==> src/lrc_defs.svh <==
// Offsets, field positions, reset values and timing for the regulator control block
// What this block does
// - Disabled regulator turns on output discharge
// - Short-circuit passes debounce before any action
// - Protected fault clears enable, sets flag
// - Per-regulator mask keeps flag off interrupt
// - Unprotected fault keeps regulator on, limiting
// - Protection enable resets cleared
// - Every debounced overload sets the fault flag
// - Five-bit code: 0.75V/50mV, then 1.8V/100mV
// - Enable clear: off; Run with enable: on
// - Standby needs enable and standby bit
// - Sleep needs enable and sleep bit
// - Fused switch mode drives pass fully on
// - No current limiting in switch mode
// - Soft-start on switch mode start-up
// - High-current regulator discharges during processor reset
// - High-current regulator: four-bit 1.8V/100mV code
// - High-current regulator uses same mode rules
`ifndef LRC_DEFS_SVH
`define LRC_DEFS_SVH

// ----------------------------------------
// Register byte offsets
// ----------------------------------------
`define LRC_CTRL0_OFS 8'h00
`define LRC_CTRL1_OFS 8'h04
`define LRC_CTRL2_OFS 8'h08
`define LRC_CFG_OFS 8'h0C
`define LRC_FAULT_OFS 8'h10
`define LRC_MASK_OFS 8'h14
`define LRC_STATUS_OFS 8'h18

// ----------------------------------------
// Control register fields
// ----------------------------------------
`define LRC_ON_BIT 0
`define LRC_STBY_BIT 1
`define LRC_SLEEP_BIT 2
`define LRC_LOWP_BIT 3
`define LRC_VCODE_LSB 8
`define LRC_VCODE_MSB 12
`define LRC_CFG_PROT_BIT 0
`define LRC_ST_ACT_LSB 0
`define LRC_ST_LOWP_LSB 4
`define LRC_ST_DEB_LSB 8
`define LRC_ST_SW_LSB 12

// ----------------------------------------
// Reset values
// ----------------------------------------
`define LRC_CTRL_RST 13'h0000
`define LRC_CFG_RST 1'h0
`define LRC_MASK_RST 3'h0

// ----------------------------------------
// Voltage decode, millivolts
// ----------------------------------------
`define LRC_LO_BASE_MV 12'h2EE
`define LRC_LO_STEP_MV 12'h032
`define LRC_HI_BASE_MV 12'h708
`define LRC_HI_STEP_MV 12'h064

// ----------------------------------------
// Timing defaults, in clock cycles
// ----------------------------------------
`define LRC_DEB_CYCLES 16
`define LRC_SS_CYCLES 100

`endif

==> src/lrc_pkg.sv <==
// Types shared by the regulator control block
package lrc_pkg;

    typedef enum logic [1:0] {
        LRC_PS_RUN = 2'h0,
        LRC_PS_STANDBY = 2'h1,
        LRC_PS_SLEEP = 2'h2,
        LRC_PS_OFF = 2'h3
    } lrc_pstate_t;

    typedef enum logic [1:0] {
        LRC_RESP_OKAY = 2'h0,
        LRC_RESP_SLVERR = 2'h2
    } lrc_resp_t;

endpackage

==> src/lrc_top.sv <==
// Control logic for three linear regulators with AXI4-Lite register access
`timescale 1ns/1ns
`include "lrc_defs.svh"

module lrc_top #(
    parameter int NUM_REG = 3,
    parameter int DEB_CYCLES = `LRC_DEB_CYCLES,
    parameter int SS_CYCLES = `LRC_SS_CYCLES,
    parameter int HC_IDX = 1
) (
    input wire logic clk_sys_in,
    input wire logic rstn_in,
    input wire logic [7:0] s_axi_awaddr_in,
    input wire logic s_axi_awvalid_in,
    output logic s_axi_awready_out,
    input wire logic [31:0] s_axi_wdata_in,
    input wire logic [3:0] s_axi_wstrb_in,
    input wire logic s_axi_wvalid_in,
    output logic s_axi_wready_out,
    output logic [1:0] s_axi_bresp_out,
    output logic s_axi_bvalid_out,
    input wire logic s_axi_bready_in,
    input wire logic [7:0] s_axi_araddr_in,
    input wire logic s_axi_arvalid_in,
    output logic s_axi_arready_out,
    output logic [31:0] s_axi_rdata_out,
    output logic [1:0] s_axi_rresp_out,
    output logic s_axi_rvalid_out,
    input wire logic s_axi_rready_in,
    input wire logic [1:0] power_state_in,
    input wire logic [2:0] short_circuit_in,
    input wire logic [2:0] fused_switch_mode_in,
    input wire logic processor_reset_out_n_in,
    output logic [2:0] reg_active_out,
    output logic [2:0] low_power_out,
    output logic [2:0] discharge_out,
    output logic [2:0] pass_full_on_out,
    output logic [2:0] current_limit_en_out,
    output logic [2:0] soft_start_out,
    output logic [11:0] target_mv0_out,
    output logic [11:0] target_mv1_out,
    output logic [11:0] target_mv2_out,
    output logic irq_out
);

    // ----------------------------------------
    // Reset synchroniser
    // ----------------------------------------
    logic [1:0] rst_sync_ff;
    logic rstn;

    always_ff @(posedge clk_sys_in or negedge rstn_in) begin
        if (!rstn_in) begin
            rst_sync_ff <= 2'h0;
        end else begin
            rst_sync_ff <= {rst_sync_ff[0], 1'h1};
        end
    end
    assign rstn = rst_sync_ff[1];

    // ----------------------------------------
    // State declarations
    // ----------------------------------------
    logic [12:0] ctrl_ff [NUM_REG];
    logic prot_en_ff;
    logic [2:0] fault_ff;
    logic [2:0] mask_ff;
    logic [2:0] active_ff;
    logic [2:0] lowp_ff;
    logic [2:0] dis_ff;
    logic [2:0] full_on_ff;
    logic [2:0] ilim_ff;
    logic [2:0] ss_ff;
    logic [2:0] deb_ff;
    logic [11:0] mv_ff [NUM_REG];
    logic irq_ff;
    logic [2:0] fault_evt;
    logic [2:0] nxt_active;
    logic [2:0] nxt_lowp;
    logic [2:0] sw_mode;

    // ----------------------------------------
    // AXI4-Lite write channel
    // ----------------------------------------
    logic awready_ff;
    logic wready_ff;
    logic aw_hold_ff;
    logic w_hold_ff;
    logic [7:0] aw_addr_ff;
    logic [31:0] w_data_ff;
    logic [3:0] w_strb_ff;
    logic bvalid_ff;
    logic [1:0] bresp_ff;
    logic wr_go;
    logic nxt_aw_hold;
    logic nxt_w_hold;
    logic nxt_bvalid;
    logic wr_mapped;

    assign wr_go = aw_hold_ff & w_hold_ff & ~bvalid_ff;
    assign nxt_aw_hold = wr_go ? 1'h0 : (aw_hold_ff | (s_axi_awvalid_in & awready_ff));
    assign nxt_w_hold = wr_go ? 1'h0 : (w_hold_ff | (s_axi_wvalid_in & wready_ff));
    assign nxt_bvalid = wr_go ? 1'h1 : (bvalid_ff & ~s_axi_bready_in);
    assign wr_mapped = (aw_addr_ff <= `LRC_STATUS_OFS) && (aw_addr_ff[1:0] == 2'h0);

    always_ff @(posedge clk_sys_in or negedge rstn) begin
        if (!rstn) begin
            aw_hold_ff <= 1'h0;
            w_hold_ff <= 1'h0;
            awready_ff <= 1'h0;
            wready_ff <= 1'h0;
            bvalid_ff <= 1'h0;
            bresp_ff <= 2'h0;
            aw_addr_ff <= 8'h00;
            w_data_ff <= 32'h0000_0000;
            w_strb_ff <= 4'h0;
        end else begin
            aw_hold_ff <= nxt_aw_hold;
            w_hold_ff <= nxt_w_hold;
            // One write in flight; ready drops once an item is held
            awready_ff <= ~nxt_aw_hold & ~nxt_bvalid;
            wready_ff <= ~nxt_w_hold & ~nxt_bvalid;
            bvalid_ff <= nxt_bvalid;
            if (s_axi_awvalid_in && awready_ff) begin
                aw_addr_ff <= s_axi_awaddr_in;
            end
            if (s_axi_wvalid_in && wready_ff) begin
                w_data_ff <= s_axi_wdata_in;
                w_strb_ff <= s_axi_wstrb_in;
            end
            if (wr_go) begin
                bresp_ff <= wr_mapped ? lrc_pkg::LRC_RESP_OKAY : lrc_pkg::LRC_RESP_SLVERR;
            end
        end
    end

    assign s_axi_awready_out = awready_ff;
    assign s_axi_wready_out = wready_ff;
    assign s_axi_bvalid_out = bvalid_ff;
    assign s_axi_bresp_out = bresp_ff;

    // Write strobes of the current write, per register
    logic [2:0] wr_ctrl;
    logic wr_cfg;
    logic wr_fault;
    logic wr_mask;

    always_comb begin
        wr_ctrl = 3'h0;
        wr_cfg = 1'h0;
        wr_fault = 1'h0;
        wr_mask = 1'h0;
        if (wr_go) begin
            unique case (aw_addr_ff)
                `LRC_CTRL0_OFS: wr_ctrl[0] = 1'h1;
                `LRC_CTRL1_OFS: wr_ctrl[1] = 1'h1;
                `LRC_CTRL2_OFS: wr_ctrl[2] = 1'h1;
                `LRC_CFG_OFS: wr_cfg = w_strb_ff[0];
                `LRC_FAULT_OFS: wr_fault = w_strb_ff[0];
                `LRC_MASK_OFS: wr_mask = w_strb_ff[0];
                default: wr_ctrl = 3'h0;
            endcase
        end
    end

    // ----------------------------------------
    // AXI4-Lite read channel
    // ----------------------------------------
    logic arready_ff;
    logic rvalid_ff;
    logic [31:0] rdata_ff;
    logic [1:0] rresp_ff;
    logic ar_take;
    logic nxt_rvalid;
    logic [31:0] rd_mux;
    logic rd_ok;

    assign ar_take = s_axi_arvalid_in & arready_ff;
    assign nxt_rvalid = ar_take ? 1'h1 : (rvalid_ff & ~s_axi_rready_in);

    always_comb begin
        rd_mux = 32'h0000_0000;
        rd_ok = 1'h1;
        unique case (s_axi_araddr_in)
            `LRC_CTRL0_OFS: rd_mux[12:0] = ctrl_ff[0];
            `LRC_CTRL1_OFS: rd_mux[12:0] = ctrl_ff[1];
            `LRC_CTRL2_OFS: rd_mux[12:0] = ctrl_ff[2];
            `LRC_CFG_OFS: rd_mux[`LRC_CFG_PROT_BIT] = prot_en_ff;
            `LRC_FAULT_OFS: rd_mux[2:0] = fault_ff;
            `LRC_MASK_OFS: rd_mux[2:0] = mask_ff;
            `LRC_STATUS_OFS: begin
                rd_mux[`LRC_ST_ACT_LSB +: 3] = active_ff;
                rd_mux[`LRC_ST_LOWP_LSB +: 3] = lowp_ff;
                rd_mux[`LRC_ST_DEB_LSB +: 3] = deb_ff;
                rd_mux[`LRC_ST_SW_LSB +: 3] = sw_mode;
            end
            default: rd_ok = 1'h0;
        endcase
    end

    always_ff @(posedge clk_sys_in or negedge rstn) begin
        if (!rstn) begin
            arready_ff <= 1'h0;
            rvalid_ff <= 1'h0;
            rdata_ff <= 32'h0000_0000;
            rresp_ff <= 2'h0;
        end else begin
            arready_ff <= ~nxt_rvalid;
            rvalid_ff <= nxt_rvalid;
            if (ar_take) begin
                rdata_ff <= rd_mux;
                rresp_ff <= rd_ok ? lrc_pkg::LRC_RESP_OKAY : lrc_pkg::LRC_RESP_SLVERR;
            end
        end
    end

    assign s_axi_arready_out = arready_ff;
    assign s_axi_rvalid_out = rvalid_ff;
    assign s_axi_rdata_out = rdata_ff;
    assign s_axi_rresp_out = rresp_ff;

    // ----------------------------------------
    // Global configuration, fault flags, mask
    // ----------------------------------------
    always_ff @(posedge clk_sys_in or negedge rstn) begin
        if (!rstn) begin
            prot_en_ff <= `LRC_CFG_RST;
            mask_ff <= `LRC_MASK_RST;
        end else begin
            if (wr_cfg) begin
                prot_en_ff <= w_data_ff[`LRC_CFG_PROT_BIT];
            end
            if (wr_mask) begin
                mask_ff <= w_data_ff[2:0];
            end
        end
    end

    always_ff @(posedge clk_sys_in or negedge rstn) begin
        if (!rstn) begin
            fault_ff <= 3'h0;
        end else begin
            // flag once per debounced overload on an active regulator; a new fault beats the clear
            fault_ff <= (fault_ff & ~(wr_fault ? w_data_ff[2:0] : 3'h0)) | fault_evt;
        end
    end

    always_ff @(posedge clk_sys_in or negedge rstn) begin
        if (!rstn) begin
            irq_ff <= 1'h0;
        end else begin
            // masked flags stay off the interrupt
            irq_ff <= |(fault_ff & ~mask_ff);
        end
    end
    assign irq_out = irq_ff;

    // ----------------------------------------
    // Voltage decode
    // ----------------------------------------
    function automatic logic [11:0] lrc_mv(input logic [4:0] code, input logic hc);
        logic [11:0] idx;
        idx = {8'h00, code[3:0]};
        // high-current regulator: 4-bit, upper range only
        if (hc || code[4]) begin
            lrc_mv = `LRC_HI_BASE_MV + `LRC_HI_STEP_MV * idx;
        end else begin
            lrc_mv = `LRC_LO_BASE_MV + `LRC_LO_STEP_MV * idx;
        end
    endfunction

    // ----------------------------------------
    // Per-regulator control
    // ----------------------------------------
    for (genvar i = 0; i < NUM_REG; i++) begin : g_reg
        localparam logic IS_HC = (i == HC_IDX);
        logic [15:0] deb_cnt_ff;
        logic [15:0] ss_cnt_ff;
        logic sc_raw;
        logic [12:0] wmask;

        // Only the low-current regulators have the fused switch option
        assign sw_mode[i] = IS_HC ? 1'h0 : fused_switch_mode_in[i];
        assign wmask = {{5{w_strb_ff[1]}}, 4'h0, {4{w_strb_ff[0]}}};

        always_comb begin
            nxt_active[i] = 1'h0;
            nxt_lowp[i] = 1'h0;
            if (ctrl_ff[i][`LRC_ON_BIT]) begin
                unique case (lrc_pkg::lrc_pstate_t'(power_state_in))
                    lrc_pkg::LRC_PS_RUN: nxt_active[i] = 1'h1;
                    lrc_pkg::LRC_PS_STANDBY: begin
                        nxt_active[i] = ctrl_ff[i][`LRC_STBY_BIT];
                        nxt_lowp[i] = ctrl_ff[i][`LRC_STBY_BIT] & ctrl_ff[i][`LRC_LOWP_BIT];
                    end
                    lrc_pkg::LRC_PS_SLEEP: begin
                        nxt_active[i] = ctrl_ff[i][`LRC_SLEEP_BIT];
                        nxt_lowp[i] = ctrl_ff[i][`LRC_SLEEP_BIT] & ctrl_ff[i][`LRC_LOWP_BIT];
                    end
                    lrc_pkg::LRC_PS_OFF: nxt_active[i] = 1'h0;
                endcase
            end
        end

        always_ff @(posedge clk_sys_in or negedge rstn) begin
            if (!rstn) begin
                ctrl_ff[i] <= `LRC_CTRL_RST;
            end else begin
                if (wr_ctrl[i]) begin
                    ctrl_ff[i] <= (ctrl_ff[i] & ~wmask) | (w_data_ff[12:0] & wmask);
                    if (IS_HC) begin
                        ctrl_ff[i][`LRC_VCODE_MSB] <= 1'h0;
                    end
                end
                // protected fault drops enable; otherwise it stays
                if (fault_evt[i] && prot_en_ff) begin
                    ctrl_ff[i][`LRC_ON_BIT] <= 1'h0;
                end
            end
        end

        // fault must persist before it counts
        assign sc_raw = short_circuit_in[i] & active_ff[i];
        assign fault_evt[i] = sc_raw & ~deb_ff[i] & (deb_cnt_ff == 16'(DEB_CYCLES - 1));

        always_ff @(posedge clk_sys_in or negedge rstn) begin
            if (!rstn) begin
                deb_cnt_ff <= 16'h0000;
                deb_ff[i] <= 1'h0;
            end else begin
                if (!sc_raw) begin
                    deb_cnt_ff <= 16'h0000;
                    deb_ff[i] <= 1'h0;
                end else if (deb_cnt_ff != 16'(DEB_CYCLES - 1)) begin
                    deb_cnt_ff <= deb_cnt_ff + 16'h0001;
                end else begin
                    deb_ff[i] <= 1'h1;
                end
            end
        end

        always_ff @(posedge clk_sys_in or negedge rstn) begin
            if (!rstn) begin
                active_ff[i] <= 1'h0;
                lowp_ff[i] <= 1'h0;
                dis_ff[i] <= 1'h1;
                full_on_ff[i] <= 1'h0;
                ilim_ff[i] <= 1'h0;
                mv_ff[i] <= 12'h000;
            end else begin
                active_ff[i] <= nxt_active[i];
                lowp_ff[i] <= nxt_lowp[i];
                // high-current regulator also while processor reset is low
                dis_ff[i] <= ~nxt_active[i] | (IS_HC & ~processor_reset_out_n_in);
                // fused switch drives pass fully on
                full_on_ff[i] <= nxt_active[i] & sw_mode[i];
                // no current limit in switch mode
                ilim_ff[i] <= nxt_active[i] & ~sw_mode[i];
                mv_ff[i] <= lrc_mv(ctrl_ff[i][`LRC_VCODE_MSB:`LRC_VCODE_LSB], IS_HC);
            end
        end

        // soft-start ramp on each start-up, switch mode included
        always_ff @(posedge clk_sys_in or negedge rstn) begin
            if (!rstn) begin
                ss_cnt_ff <= 16'h0000;
                ss_ff[i] <= 1'h0;
            end else begin
                if (nxt_active[i] && !active_ff[i]) begin
                    ss_cnt_ff <= 16'(SS_CYCLES);
                    ss_ff[i] <= 1'h1;
                end else if (!nxt_active[i] || ss_cnt_ff == 16'h0001) begin
                    ss_cnt_ff <= 16'h0000;
                    ss_ff[i] <= 1'h0;
                end else if (ss_cnt_ff != 16'h0000) begin
                    ss_cnt_ff <= ss_cnt_ff - 16'h0001;
                end
            end
        end
    end

    assign reg_active_out = active_ff;
    assign low_power_out = lowp_ff;
    assign discharge_out = dis_ff;
    assign pass_full_on_out = full_on_ff;
    assign current_limit_en_out = ilim_ff;
    assign soft_start_out = ss_ff;
    assign target_mv0_out = mv_ff[0];
    assign target_mv1_out = mv_ff[1];
    assign target_mv2_out = mv_ff[2];

endmodule

==> config.mk <==
export PLATFORM = sky130hd
export DESIGN_NAME = lrc_top
export DESIGN_NICKNAME = d
export VERILOG_FILES = /design/src/lrc_pkg.sv /design/src/lrc_top.sv
export VERILOG_INCLUDE_DIRS = /design/src
export SDC_FILE = /design/constraint.sdc
export NUM_CORES = 1
export LEC_CHECK = 0
export BUFFER_PORTS_ARGS = -buffer_cell sky130_fd_sc_hd__buf_2
export CAP_MARGIN = 30
export CORE_MARGIN = 2
export CORE_UTILIZATION = 58
export CTS_CLUSTER_DIAMETER = 60
export CTS_CLUSTER_SIZE = 10
export DETAILED_ROUTE_END_ITERATION = 6
export PLACE_DENSITY = 0.81
export SYNTH_ARGS = -nofsm -noshare
export SYNTH_HDL_FRONTEND = slang
export SYNTH_SLANG_ARGS = --single-unit
==> constraint.sdc <==
create_clock -name clk_sys_in -period 7.6 [get_ports clk_sys_in]
set_input_delay 0.38 -clock clk_sys_in [delete_from_list [all_inputs] [get_ports clk_sys_in]]
set_output_delay 0.38 -clock clk_sys_in [all_outputs]
set_load 0.01 [all_outputs]
After elaboration in Yosys (flattened, before gate mapping)
Index checks and enable logic that the tools add are counted.
Widths: inputs -> output; s select.

storage, ports and cells
  bits in registers = 248
  input bits = 68
  logic and storage cells = 268

cells by class
  $add $sub $neg = 11
  $mul = 5
  order comparisons = 1
  equality and inequality tests = 29
  mux-type cells = 74
  bitwise logic cells = 60
  reductions and logical operators = 36

operator list
  operator                count
  $mux 16                 15
  $add 16x1->16 const B   3
  $eq 16x1->1 const B     3
  $eq 16x4->1 const B     3
  $ne 16x4->1 const B     3
  $reduce_bool 16->1      3
  $sub 16x1->16 const B   3
  $mul 5x4->9 const A     5
  $eq 8x5->1 const B      5
  $and 13x13->13          3
  $mux 1                  38
  $add 11x11->12 const A  3
  $eq 8x4->1 const B      4
  $and 1x1->1             28
  $or 13x13->13           2
  $mux 12                 2
  $pmux 3 s4              2
  $add 10x10->11 const A  2
  $eq 8x3->1 const B      2
  $logic_not 8->1         2
  $not 1->1               16
  $not 13->13             1
  $and 12x12->12          1
  $or 12x12->12           1
  24 further kinds        66

Logic depth before layout (Yosys ltp)
  depth after elaboration = 7
  gate-level depth with buffers = 10
  depth with buffers taken out = 10

Least setup slack after synthesis
Ideal clock, no wire load.

  path type = register -> register
  start point = register with a tool-made name
  end point = register mv_ff, in the netlist target_mv2_out[10]
  setup time = 0.141 ns
  arrival time = 2.464 ns
  setup slack = 4.994 ns
  stages on the path, launching flop included = 9
  buffers on the path = 0
  clock period less this slack = 2.606 ns
  path through = dfrtp_1 inv_1 ha_1 ha_1 fa_1 xor2_1 a2111oi_0 o21ba_2 o221ai_1

RTL lines
  element                        RTL line        RTL
  end signal, assigned by index  lrc_top.sv:359  mv_ff[i] <= lrc_mv(ctrl_ff[i][`LRC_VCODE_MSB:`LRC_VCODE_LSB], IS_HC);
  end, declared                  lrc_top.sv:75   logic [11:0] mv_ff [NUM_REG];

==> results.cfg <==
[grt]
met2_usage_pct = 39.49
grt_max_degree = 196
grt_pass1_vias = 8140
antenna_found_initial = 1
grt_pass1_wl_um = 40250
track_usage_pct = 24.07
top_usage_layer = met2
met1_usage_pct = 33.52
grt_remaining_overflow = 0
groute.layer.met3.usage_pct = 3.718

[setup_path]
crit_type = flip-flop to flip-flop
rr_endpoint = target_mv2_out[10]$_DFF_PN0_
rr_worst_depth = 8
path_max_fanout = 7
crit_path_end_kind = flip-flop
crit_arrival_ns = 3.38
cp-start-kind = flip-flop
cp.required_ns = 7.96
reg2reg_slack_ns = 4.58

[clock_network]
cts_buffers = 26
clk-insertion-delay-late_ns = 0.52
postCtsSetupBuffers = 0
h-tree-depth = 1
cts_tree = done
cts.path.max_buffers = 3
clockRootBuffer = clkbuf_16
cts_resized = 0
path_clk_slew_ns = 0.06
cts.sink_count = 224
cts_hold_buf = 2

[timing]
slew_headroom_pct = 25.48
tns_ns = 0
fmax_mhz = 330.7
hold_viol = 0
min_period_ns = 3.024
slew_viol_final = 0
setup_viol = 0
rsz0062_at_grt = false
tightest_slew_ns = 1.118
hold_slack_ns = 0.05815
clock_skew_ns = 0.01694
min_period_over_period_pct = 39.78

[hold_path]
worstHoldStart = s_axi_awvalid_in
hp-class = input port to flip-flop
min_to = s_axi_awready_out$_DFF_PN0_
hold-path-cell-count = 2

[drt]
first_pass_iters = 7
drc = 0
antenna_left = 0
vias = 8521
dr.first_iter.drc_count = 595
wl_um = 24520
vias_per_cell = 5.684
wl_per_cell_um = 16.36

[place]
place_congestion = 0.8788
portBuffers = 111
dp_hpwl_um = 16960

[power]
clkPwrFrac_pct = 33.5
comb_power_share_pct = 21.6
p_leak_nw = 6.075
p_switching_mw = 1.012
netSwitchingFraction_pct = 30.26
power_mw = 3.343
power_density_nw_per_um2 = 258.6
peakVddDrop_uv = 175.2
pwr-share-seq_pct = 44.9
intPower_mw = 2.332

[synth]
synth.most_common_cell = dfrtp_1
yosysWarnings = 0
ys_seq_elements = 224
ys_async_sr_fraction_pct = 100.0
syn_area_per_cell_sq_um = 10.35
synth_area_leader_cell = dfrtp_1
postSynthCellCount = 1109
synth_top_area_share_pct = 48.19
netlist_top_cells_area = dfrtp_1, ha_1, mux2_2
synth_enable_flop_cells = 0
synth_cell_types = 73
syn_area_sq_um = 11480
ys_top_cells_by_count = dfrtp_1, nor2_1, nand2_1, xor2_1, nand3_1
ys.flop_type = dfrtp_1
yosysSeqAreaShare_pct = 48.88

[run_status]
outcome = completed

[cells_and_area]
synthToLayoutAreaGrowth_pct = 12.65
num-nets-final = 1342
fillers = 1515
drive_gt1_share_pct = 17.68

[floorplan]
dieHeight_um = 144.7
fp.dieW_um = 144.7
num_rows = 51
die-area_sq_um = 20930
ios = 164
start_util_pct = 58.96
core_sq_um = 19460

[job]
drv_cap = 0
-- final cells by class --
type	instances	area, sq um	area share, %
well taps	265	331.6	2.565
clock inverters	1	30.03	0.2323
repair buffers	114	595.6	4.607
multi-input cells	817	5492	42.48
flip-flops and latches	224	5613	43.42
diodes	1	2.502	0.01936
clock buffers	37	713.2	5.517
inverters	40	150.1	1.161
-- metrics by stage --
stage | utilization, % | worst slack (ns) | std cells | cell area (sq um)
after floorplan | - | 0.9008 | 1134 | 11570
after global placement | 62.49 | 4.714 | 1458 | 12160
after detailed placement | 62.49 | 4.628 | 1458 | 12160
after CTS | 66.41 | 4.591 | 1498 | 12920
after global routing | 66.41 | 4.437 | 1498 | 12920
final | 66.42 | 4.576 | 1499 | 12930
-- critical path, cell delays in order, from the launching register on --
cell and delay (ns):
dfrtp_1 0.48, inv_1 0.11, ha_1 0.32, ha_1 0.25, fa_1 0.42, xor2_1 0.23
a2111oi_0 0.73, o21ba_2 0.22, o221ai_1 0.11
-- cell usage in the layout (no fill, tap or decap), drive strengths merged, types with 9 or more instances in the layout --
cell type | synthesis | routed
dfrtp | 221 | 221
conb | 2 | 27
nand4 | 21 | 21
buf | 34 | 112
xor2 | 52 | 52
nand3 | 52 | 52
xnor2 | 49 | 49
clkbuf | 19 | 37
a21oi | 50 | 50
nor4 | 23 | 23
mux2i | 14 | 14
nand2 | 97 | 97
nor2 | 119 | 119
mux2 | 49 | 49
nor3 | 30 | 30
o21ai | 43 | 43
inv | 40 | 40
and3 | 16 | 16
or4 | 9 | 9
ha | 48 | 48
-- how the worst max path moves through the flow --
| stage | end | slack, ns | startpoint |
|---|---|---|---|
| CTS | target_mv2_out[10]$_DFF_PN0_ | 4.59 | flip-flop |
| detailed placement | target_mv2_out[10]$_DFF_PN0_ | 4.63 | flip-flop |
| floorplan | async pin | 0.90 | rst_sync_ff[1]$_DFF_PN0_ |
| finish | target_mv2_out[10]$_DFF_PN0_ | 4.58 | flip-flop |
| global placement | target_mv2_out[10]$_DFF_PN0_ | 4.71 | flip-flop |
| global route | target_mv2_out[10]$_DFF_PN0_ | 4.44 | flip-flop |
-- cell families after synthesis --
kind of cell,synth area share [%]
simple gates,18.84
flops,48.88
compound gates,8.243
xor+xnor,7.708
buf+inv,4.088
mux,6.422
fa+ha+maj,5.757
other cells,0.06544
-- per-layer routing --
metal / vias up / wire (um)
li1: 4051 / -
met1: 4178 / 10830
met2: 240 / 11640
met3: 50 / 1390
met4: 2 / 653
met5: - / 7
-- power by group through the flow --
stage | Sequential [mW] | Combinational (mW) | Clock (mW)
2_1_floorplan | 1.51 | 0.515 | 0
3_3_place_gp | 1.51 | 0.691 | 0
3_5_place_dp | 1.52 | 0.710 | 0
4_1_cts | 1.50 | 0.723 | 1.14
5_1_grt | 1.53 | 0.802 | 1.20
6_report | 1.50 | 0.721 | 1.12
(Power assumes the default switching activity.)
